**src/eid_pkg.sv**
```systemverilog
// Purpose: Shared constants and types for the extended instruction decoder
// Assumes: 16-bit instruction words, 12-bit data addresses, 8-bit data
// Notes: Encodings are the top nibbles/bytes of the added opcodes, except the call, which is a full 16-bit word
package eid_pkg;
    localparam int ADDR_W = 12;
    localparam int DATA_W = 8;
    // ************************************************************
    // Opcode fields
    // ************************************************************
    localparam logic [7:0] OPC_PTR_ADD = 8'hE8;
    localparam logic [7:0] OPC_PTR_SUB = 8'hE9;
    localparam logic [7:0] OPC_PUSH_LIT = 8'hEA;
    localparam logic [7:0] OPC_MOVE_IDX = 8'hEB;
    localparam logic [15:0] OPC_CALL_WORK = 16'h0014;
    localparam logic [3:0] OPC_SECOND_WORD = 4'hF;
    localparam logic [1:0] SEL_FRAME_PTR = 2'h3;
    localparam logic [7:0] OFFSET_LIMIT = 8'h5F;
    localparam logic [3:0] ACCESS_HIGH_BANK = 4'hF;
    localparam logic [7:0] ACCESS_SPLIT = 8'h60;
    localparam int PTR_COUNT = 3;
    // ************************************************************
    // Timing counts in instruction cycles
    // ************************************************************
    localparam int CYC_SHORT = 1;
    localparam int CYC_LONG = 2;
    localparam logic [ADDR_W-1:0] PTR_RESET = 12'h000;

    typedef enum logic [3:0]
    {
        EID_NONE,
        EID_PTR_ADD,
        EID_PTR_SUB,
        EID_FRAME_ADD_RET,
        EID_FRAME_SUB_RET,
        EID_CALL_WORK,
        EID_PUSH_LIT,
        EID_MOVE_TO_FILE,
        EID_MOVE_TO_IDX
    } eid_op_type;
endpackage

```
**src/eid_addr_if.sv**
```systemverilog
// Purpose: Carries a decoded file operand between decoder and address unit
// Assumes: One operand per instruction cycle
// Notes: Decoder drives the request, address unit answers
`timescale 1ns/1ps
`default_nettype none
interface eid_addr_if;
    import eid_pkg::*;
    logic [7:0] file_field;
    logic access_sel;
    logic ext_on;
    logic [3:0] bank;
    logic [ADDR_W-1:0] frame_ptr;
    logic [ADDR_W-1:0] eff_addr;
    logic indexed;
    modport requester (output file_field, access_sel, ext_on, bank,
        frame_ptr, input eff_addr, indexed);
    modport resolver (input file_field, access_sel, ext_on, bank,
        frame_ptr, output eff_addr, indexed);
endinterface
`default_nettype wire

```
**src/eid_addr_unit.sv**
```systemverilog
// Purpose: Forms effective data address of a byte/bit file operand
// Assumes: Combinational, used in the decode cycle before the read
// Notes: Indexed form wraps to the data address width
`timescale 1ns/1ps
`default_nettype none
module eid_addr_unit
    import eid_pkg::*;
(
    eid_addr_if.resolver ab
);
    // ************************************************************
    // Address resolution
    // ************************************************************
    always_comb
    begin
        ab.indexed = ab.ext_on && !ab.access_sel
            && (ab.file_field <= OFFSET_LIMIT);
        if (ab.indexed)
            ab.eff_addr = ab.frame_ptr + {4'h0, ab.file_field};
        else if (ab.access_sel)
            ab.eff_addr = {ab.bank, ab.file_field};
        else if (ab.file_field < ACCESS_SPLIT)
            ab.eff_addr = {4'h0, ab.file_field};
        else
            ab.eff_addr = {ACCESS_HIGH_BANK, ab.file_field};
    end
endmodule
`default_nettype wire

```
**src/eid_decoder.sv**
```systemverilog
// Purpose: Decode and execute the extended literal instructions
// Assumes: One instruction word per cycle on instr_i, qualified by valid
// Notes: Data writes and return/call go out as registered requests
//
// Decided for this implementation: the plain strobed port and the register offsets.
`timescale 1ns/1ps
`default_nettype none
module eid_decoder
    import eid_pkg::*;
(
    input wire logic clk_i,
    input wire logic sys_rst_i,
    input wire logic ext_set_enable_fuse_i,
    input wire logic instr_valid_i,
    input wire logic [15:0] instr_i,
    input wire logic [DATA_W-1:0] working_reg_i,
    input wire logic [3:0] bank_select_reg_i,
    input wire logic [DATA_W-1:0] rd_data_i,
    output logic [ADDR_W-1:0] ptr0_o,
    output logic [ADDR_W-1:0] ptr1_o,
    output logic [ADDR_W-1:0] stack_frame_pointer_o,
    output logic [ADDR_W-1:0] file_addr_o,
    output logic file_indexed_o,
    output logic wr_en_o,
    output logic [ADDR_W-1:0] wr_addr_o,
    output logic [DATA_W-1:0] wr_data_o,
    output logic return_req_o,
    output logic call_req_o,
    output logic [DATA_W-1:0] call_low_o,
    output logic ext_op_o,
    output logic busy_o
);
    typedef enum logic [1:0]
    {
        EID_IDLE,
        EID_SECOND,
        EID_FINISH
    } eid_state_type;

    eid_state_type state_reg;
    eid_op_type op_reg;
    eid_op_type op_next;
    logic [ADDR_W-1:0] ptr_reg [PTR_COUNT];
    eid_addr_if ab ();

    // ************************************************************
    // Elaboration checks
    // ************************************************************
    // Select 11 folds onto index 2, so exactly three pointers exist
    if (PTR_COUNT != 3)
    begin
        $error("pointer file must hold exactly three pointers");
    end
    // Operand fields and the second move word assume 12-bit addresses
    if (ADDR_W != 12)
    begin
        $error("data address must be 12 bits wide");
    end
    // Push and move carry one data byte per word
    if (DATA_W != 8)
    begin
        $error("data path must be one byte wide");
    end

    // ************************************************************
    // Helpers
    // ************************************************************
    // Frame pointer plus an unsigned offset, wrapped to address width
    function automatic logic [ADDR_W-1:0] frame_offset(
        input logic [ADDR_W-1:0] base, input logic [6:0] off);
        frame_offset = base + {5'h00, off};
    endfunction

    // Select 11 names the frame pointer, which lives at index 2
    function automatic logic [1:0] ptr_index(input logic [1:0] sel);
        ptr_index = (sel == SEL_FRAME_PTR) ? 2'h2 : sel;
    endfunction

    // Both indexed moves share the two-word sequence
    function automatic logic is_move(input eid_op_type op);
        is_move = (op == EID_MOVE_TO_FILE) || (op == EID_MOVE_TO_IDX);
    endfunction

    // ************************************************************
    // Decode of the first word
    // ************************************************************
    always_comb
    begin
        op_next = EID_NONE;
        if (ext_set_enable_fuse_i && instr_valid_i)
        begin
            unique case (instr_i[15:8])
                OPC_PTR_ADD: op_next = (instr_i[7:6] == SEL_FRAME_PTR)
                    ? EID_FRAME_ADD_RET : EID_PTR_ADD;
                OPC_PTR_SUB: op_next = (instr_i[7:6] == SEL_FRAME_PTR)
                    ? EID_FRAME_SUB_RET : EID_PTR_SUB;
                OPC_PUSH_LIT: op_next = EID_PUSH_LIT;
                OPC_MOVE_IDX: op_next = instr_i[7]
                    ? EID_MOVE_TO_IDX : EID_MOVE_TO_FILE;
                default: op_next = (instr_i == OPC_CALL_WORK)
                    ? EID_CALL_WORK : EID_NONE;
            endcase
        end
    end

    // ************************************************************
    // Operand address for base byte/bit instructions
    // ************************************************************
    // Field is the low byte, access bit is bit 8 in every byte/bit form
    assign ab.file_field = instr_i[7:0];
    assign ab.access_sel = instr_i[8];
    assign ab.ext_on = ext_set_enable_fuse_i;
    assign ab.bank = bank_select_reg_i;
    assign ab.frame_ptr = ptr_reg[2];

    eid_addr_unit u_addr (.ab(ab.resolver));

    // Registered so the port stays glitch free; read happens next cycle
    always_ff @(posedge clk_i)
    begin
        if (sys_rst_i)
        begin
            file_addr_o <= PTR_RESET;
            file_indexed_o <= 1'b0;
        end
        else if (instr_valid_i && state_reg == EID_IDLE)
        begin
            // A move's source is always frame relative, whatever bit 8 says
            if (is_move(op_next))
            begin
                file_addr_o <= frame_offset(ptr_reg[2], instr_i[6:0]);
                file_indexed_o <= 1'b1;
            end
            else
            begin
                file_addr_o <= ab.eff_addr;
                file_indexed_o <= ab.indexed;
            end
        end
    end

    // ************************************************************
    // Sequencer: long instructions occupy a second cycle
    // ************************************************************
    always_ff @(posedge clk_i)
    begin
        if (sys_rst_i)
        begin
            state_reg <= EID_IDLE;
            op_reg <= EID_NONE;
        end
        else
        begin
            unique case (state_reg)
                EID_IDLE:
                begin
                    op_reg <= op_next;
                    // Source address already went out on the file port
                    if (is_move(op_next))
                    begin
                        state_reg <= EID_SECOND;
                    end
                    else if (op_next == EID_FRAME_ADD_RET
                        || op_next == EID_FRAME_SUB_RET
                        || op_next == EID_CALL_WORK)
                        state_reg <= EID_FINISH;
                end
                // Second word must carry the F prefix; otherwise abandoned
                EID_SECOND:
                    if (instr_valid_i)
                        state_reg <= EID_IDLE;
                EID_FINISH:
                    state_reg <= EID_IDLE;
                // Unused code of the two-bit state falls back to idle
                default:
                    state_reg <= EID_IDLE;
            endcase
        end
    end

    // ************************************************************
    // Pointer file
    // ************************************************************
    // Pointer updates never touch status flags; there is no flag path here
    always_ff @(posedge clk_i)
    begin
        if (sys_rst_i)
        begin
            for (int i = 0; i < PTR_COUNT; i++)
                ptr_reg[i] <= PTR_RESET;
        end
        else if (state_reg == EID_IDLE)
        begin
            unique case (op_next)
                EID_PTR_ADD, EID_FRAME_ADD_RET:
                    ptr_reg[ptr_index(instr_i[7:6])] <=
                        ptr_reg[ptr_index(instr_i[7:6])]
                        + {6'h00, instr_i[5:0]};
                EID_PTR_SUB, EID_FRAME_SUB_RET:
                    ptr_reg[ptr_index(instr_i[7:6])] <=
                        ptr_reg[ptr_index(instr_i[7:6])]
                        - {6'h00, instr_i[5:0]};
                EID_PUSH_LIT:
                    ptr_reg[2] <= ptr_reg[2] - 12'h001;
                default:
                    ;
            endcase
        end
    end

    // ************************************************************
    // Data write, return and call requests
    // ************************************************************
    always_ff @(posedge clk_i)
    begin
        if (sys_rst_i)
        begin
            wr_en_o <= 1'b0;
            wr_addr_o <= PTR_RESET;
            wr_data_o <= 8'h00;
            return_req_o <= 1'b0;
            call_req_o <= 1'b0;
            call_low_o <= 8'h00;
        end
        else
        begin
            wr_en_o <= 1'b0;
            return_req_o <= 1'b0;
            call_req_o <= 1'b0;
            if (state_reg == EID_IDLE && op_next == EID_PUSH_LIT)
            begin
                wr_en_o <= 1'b1;
                wr_addr_o <= ptr_reg[2];
                wr_data_o <= instr_i[7:0];
            end
            // Source data read during the second word's cycle is written now
            if (state_reg == EID_SECOND && instr_valid_i
                && instr_i[15:12] == OPC_SECOND_WORD)
            begin
                wr_en_o <= 1'b1;
                wr_data_o <= rd_data_i;
                wr_addr_o <= (op_reg == EID_MOVE_TO_IDX)
                    ? frame_offset(ptr_reg[2], instr_i[6:0])
                    : instr_i[ADDR_W-1:0];
            end
            if (state_reg == EID_FINISH)
            begin
                return_req_o <= (op_reg == EID_FRAME_ADD_RET
                    || op_reg == EID_FRAME_SUB_RET);
                call_req_o <= (op_reg == EID_CALL_WORK);
                call_low_o <= working_reg_i;
            end
        end
    end

    // ************************************************************
    // Status outputs
    // ************************************************************
    always_ff @(posedge clk_i)
    begin
        if (sys_rst_i)
        begin
            ext_op_o <= 1'b0;
            busy_o <= 1'b0;
        end
        else
        begin
            ext_op_o <= (state_reg == EID_IDLE) && (op_next != EID_NONE);
            busy_o <= (state_reg == EID_IDLE)
                && (op_next == EID_MOVE_TO_FILE || op_next == EID_MOVE_TO_IDX
                || op_next == EID_FRAME_ADD_RET
                || op_next == EID_FRAME_SUB_RET
                || op_next == EID_CALL_WORK);
        end
    end

    // Pointer outputs registered from the pointer file, one cycle behind it
    always_ff @(posedge clk_i)
    begin
        if (sys_rst_i)
        begin
            ptr0_o <= PTR_RESET;
            ptr1_o <= PTR_RESET;
            stack_frame_pointer_o <= PTR_RESET;
        end
        else
        begin
            ptr0_o <= ptr_reg[0];
            ptr1_o <= ptr_reg[1];
            stack_frame_pointer_o <= ptr_reg[2];
        end
    end
endmodule
`default_nettype wire

```
**config.mk**
```make
export PLATFORM = sky130hd
export DESIGN_NAME = eid_decoder
export DESIGN_NICKNAME = d
export VERILOG_FILES = /design/src/eid_pkg.sv /design/src/eid_addr_if.sv /design/src/eid_addr_unit.sv /design/src/eid_decoder.sv
export SDC_FILE = /design/constraint.sdc
export NUM_CORES = 1
export LEC_CHECK = 0
export BUFFER_PORTS_ARGS = -buffer_cell sky130_fd_sc_hd__buf_2
export CORE_ASPECT_RATIO = 0.7
export CORE_MARGIN = 3
export CORE_UTILIZATION = 45
export DETAILED_ROUTE_END_ITERATION = 6
export PLACE_DENSITY = 0.71
export SETUP_SLACK_MARGIN = 0.4
export SYNTH_ARGS = -nofsm -noshare
export SYNTH_HDL_FRONTEND = slang
export SYNTH_SLANG_ARGS = --single-unit
```
**constraint.sdc**
```tcl
create_clock -name clk_i -period 6.6 [get_ports clk_i]
set_input_delay 0 -clock clk_i [delete_from_list [all_inputs] [get_ports clk_i]]
set_output_delay 0 -clock clk_i [all_outputs]
set_load 0.01 [all_outputs]
```
==> reports/metrics.yaml <==
status: "finished, final reports clean"
cp_data_arrival_time_ps: 4040
first_pass_iters: 5
crit_fanout: 9
cts.repair.resized: 0
area_growth_pct: 23.1
cp_slowest_stage_delay_ps: 580
grt_start_max_net_pins: 45
row_count: 36
hold_violations: 0
drv_cap: 0
drtIter0Drc: 626
num_vias: 5891
drt-vias-per-instance: 5.63
grt_pass1_wl_um: 28600
htree_levels: 4
synth_xor_area_share_pct: 4.17
cp-start-kind: "input port"
nets: 907
critical_path_class: "input port to flip-flop"
ys_warn_count: 0
synth-compound-area-share_pct: 17.7
async_flop_share_pct: 0
synthCells: 724
report.final.slew_viol_count: 0
finalSetupViolations: 0
crit_family: "simple AND/OR/NAND/NOR gates"
required_ps: 6750
min_period_ps: 3890
max_freq_ghz: 0.257
reg2reg_slack_ps: 2750
fin_tns_setup_ps: 0
worstSetupPathDepth: 14
drtAntennaViolNets: 0
cellLeakagePower_nw: 3.36
yosysSeqAreaShare_pct: 43.6
cp_common_cell: "nor2_1"
maxSlewHeadroom_pct: 46.0
track_usage_pct: 22.9
yosysUniqueCellTypes: 69
synth_area_leaders: "dfxtp_1, edfxtp_1, nand2_1, a21oi_1, ha_1"
yosys.area.top_type: "dfxtp_1"
fin_crit_sh_pct: 59.0
synth_common_cells: "nand2_1, dfxtp_1, a21oi_1, nor2_1, nor2b_1"
final_cells: 1047
synthesis.area_mm2: 0.00651
grt.met3_usage_pct: 5.66
gr-total-overflow: 0
synth-main-ff-cell: "dfxtp_1"
wl_um: 18200
cts_tree: "yes"
worstMarginPinSlew_ps: 808
vdd.ir_drop.worst_v: 0.000139
p_per_area_mw_per_mm2: 251
switchingPower_mw: 0.516
synth_top_family_by_area: "simple AND/OR/NAND/NOR gates"
gp_congestion: 0.933
busiest_layer: "met1"
portBuffers: 121
fillers: 1257
post_cts_buffers: 0
hp-class: "input port to flip-flop"
drc: 0
rsz0062_at_grt: "false"
grtUsageMet2_pct: 32.2
power_mw: 2.02
cp_cell_sequence: "dlygate4sd3_1, buf_2, nand4bb_1, nor2_1, nand2_1, nor2_1, a21oi_1, fa_1, a21o_1, a21o_1, a2111oi_2, nor4_1, nor3_1, nor2_1"
postLayoutCoreUtil_pct: 57.1
p_sw_share_pct: 25.6
synth_most_common_cell: "nand2_1"
clock_sinks: 124
p_int_mw: 1.50
chipWidth_um: 150
synthMuxAreaShare_pct: 4.03
die_h_um: 107
dp.cells: 993
largest_register_ffs: 36
synth_edf_count: 36
synth_simple_gate_area_share_pct: 21.9
n_antenna_cell: 0
end_kind: "flip-flop"
hpwlAfterDp_um: 12600
drive_above_1_share_pct: 20.7
clock_skew_ps: 7.65
antenna_found_initial: 0
p_comb_share_pct: 11.4
slowest_stage: "a2111oi_2"
synth_top_area_share_pct: 27.0
grt_pass1_vias: 5402
grtUsageMet1_pct: 34.5
core_area_mm2: 0.0141
start_util_pct: 46.4
wl_per_cell_um: 17.4
cts.clk_slew.worst_paths_ps: 60
die-area_mm2: 0.0160
synth_fa_ha_area_share_pct: 4.65
synthesis.nets: 787
cts_root_buf: "clkbuf_16"
reg2regPathDepth: 12
postSynthAreaPerCell_um2: 9.00
clk_path_buf_depth: 2
ys_ff_latch: 124
hold_depth: 3
pwr-share-seq_pct: 40.6
clock_latency_ps: 420
holdBufCountCts: 22
io-pin-count: 122
cts_buffers: 17
pwr-share-clk_pct: 48.0
cp_num_buf_inv: 2
-- metal layers --
metal	vias up	wire length, um
met1	2789	8830
li1	2833	-
met5	-	0
met3	29	1510
met2	240	7650
met4	0	267
-- stage by stage --
stage | instance area (um^2) | hold slack [ps] | worst slack [ps]
finish | 8020 | 11.7 | 2710
global route | 8020 | 43.0 | 2410
CTS | 8020 | 3.53 | 2820
detailed placement | 7190 | 248 | 2810
global placement | 7190 | 245 | 2910
floorplan | 6520 | 117 | 3250
-- worst register-to-register path: stages (launching register included) --
cell and delay (ps):
dfxtp_1 400, or3_1 480, nor3_1 290, nand2_1 210, nor2_1 150, a21oi_1 90, fa_1 450, a21o_1 180
a21o_1 220, a2111oi_2 580, nor4_1 100, nor3_1 350, nor2_1 90
-- power by group through the flow --
stage	combinational, mW	clock [mW]	sequential [mW]
floorplan	0.144	0	0.835
global placement	0.216	0	0.835
detailed placement	0.215	0	0.835
CTS	0.226	0.978	0.819
global route	0.252	1.01	0.822
finish	0.230	0.968	0.819
-- logic make-up after synthesis --
kind of cell	Yosys count
xor gates and xnor gates	31
muxes	26
and+or+nand+nor	281
adders and majority gates	23
AOI/OAI and AO/OA	179
buffers and inverters	60
DFF	124
-- area by class of cell --
cell class                 instances  area [um^2]  area share, %
timing repair buffer             147          856           10.7
clock inverter                    14          168           2.09
inverter                          14         52.6          0.655
tap                              190          238           2.96
sequential                       124         2840           35.5
multi-input combinational        540         3420           42.7
clock buffer                      18          439           5.48
-- final timing paths --
| path | startpoint | to |
|---|---|---|
| setup / recovery | instr_valid_i | ptr_reg[1][10] |
| hold / removal | instr_i[4] | file_addr_o[4] |
| setup reg to reg | state_reg[0] | ptr_reg[1][10] |
| hold reg to reg | wr_data_o[7] | wr_data_o[7] |
-- cell usage in the layout (no fill, tap or decap), types with 6 or more instances in the layout --
cell type      instances
buf_2                121
nand2_1               95
dfxtp_1               88
a21oi_1               59
nor2_1                57
nor2b_1               38
o21ai_0               37
edfxtp_1              36
mux2i_1               24
nor3_1                23
dlygate4sd3_1         22
xnor2_1               21
ha_1                  21
clkbuf_16             17
inv_1                 14
a211oi_1              12
xor2_1                10
a311oi_1               9
o21a_1                 9
a22oi_1                8
and2_1                 7
o211ai_1               6
Note: power is estimated with default switching activity, not from simulation.
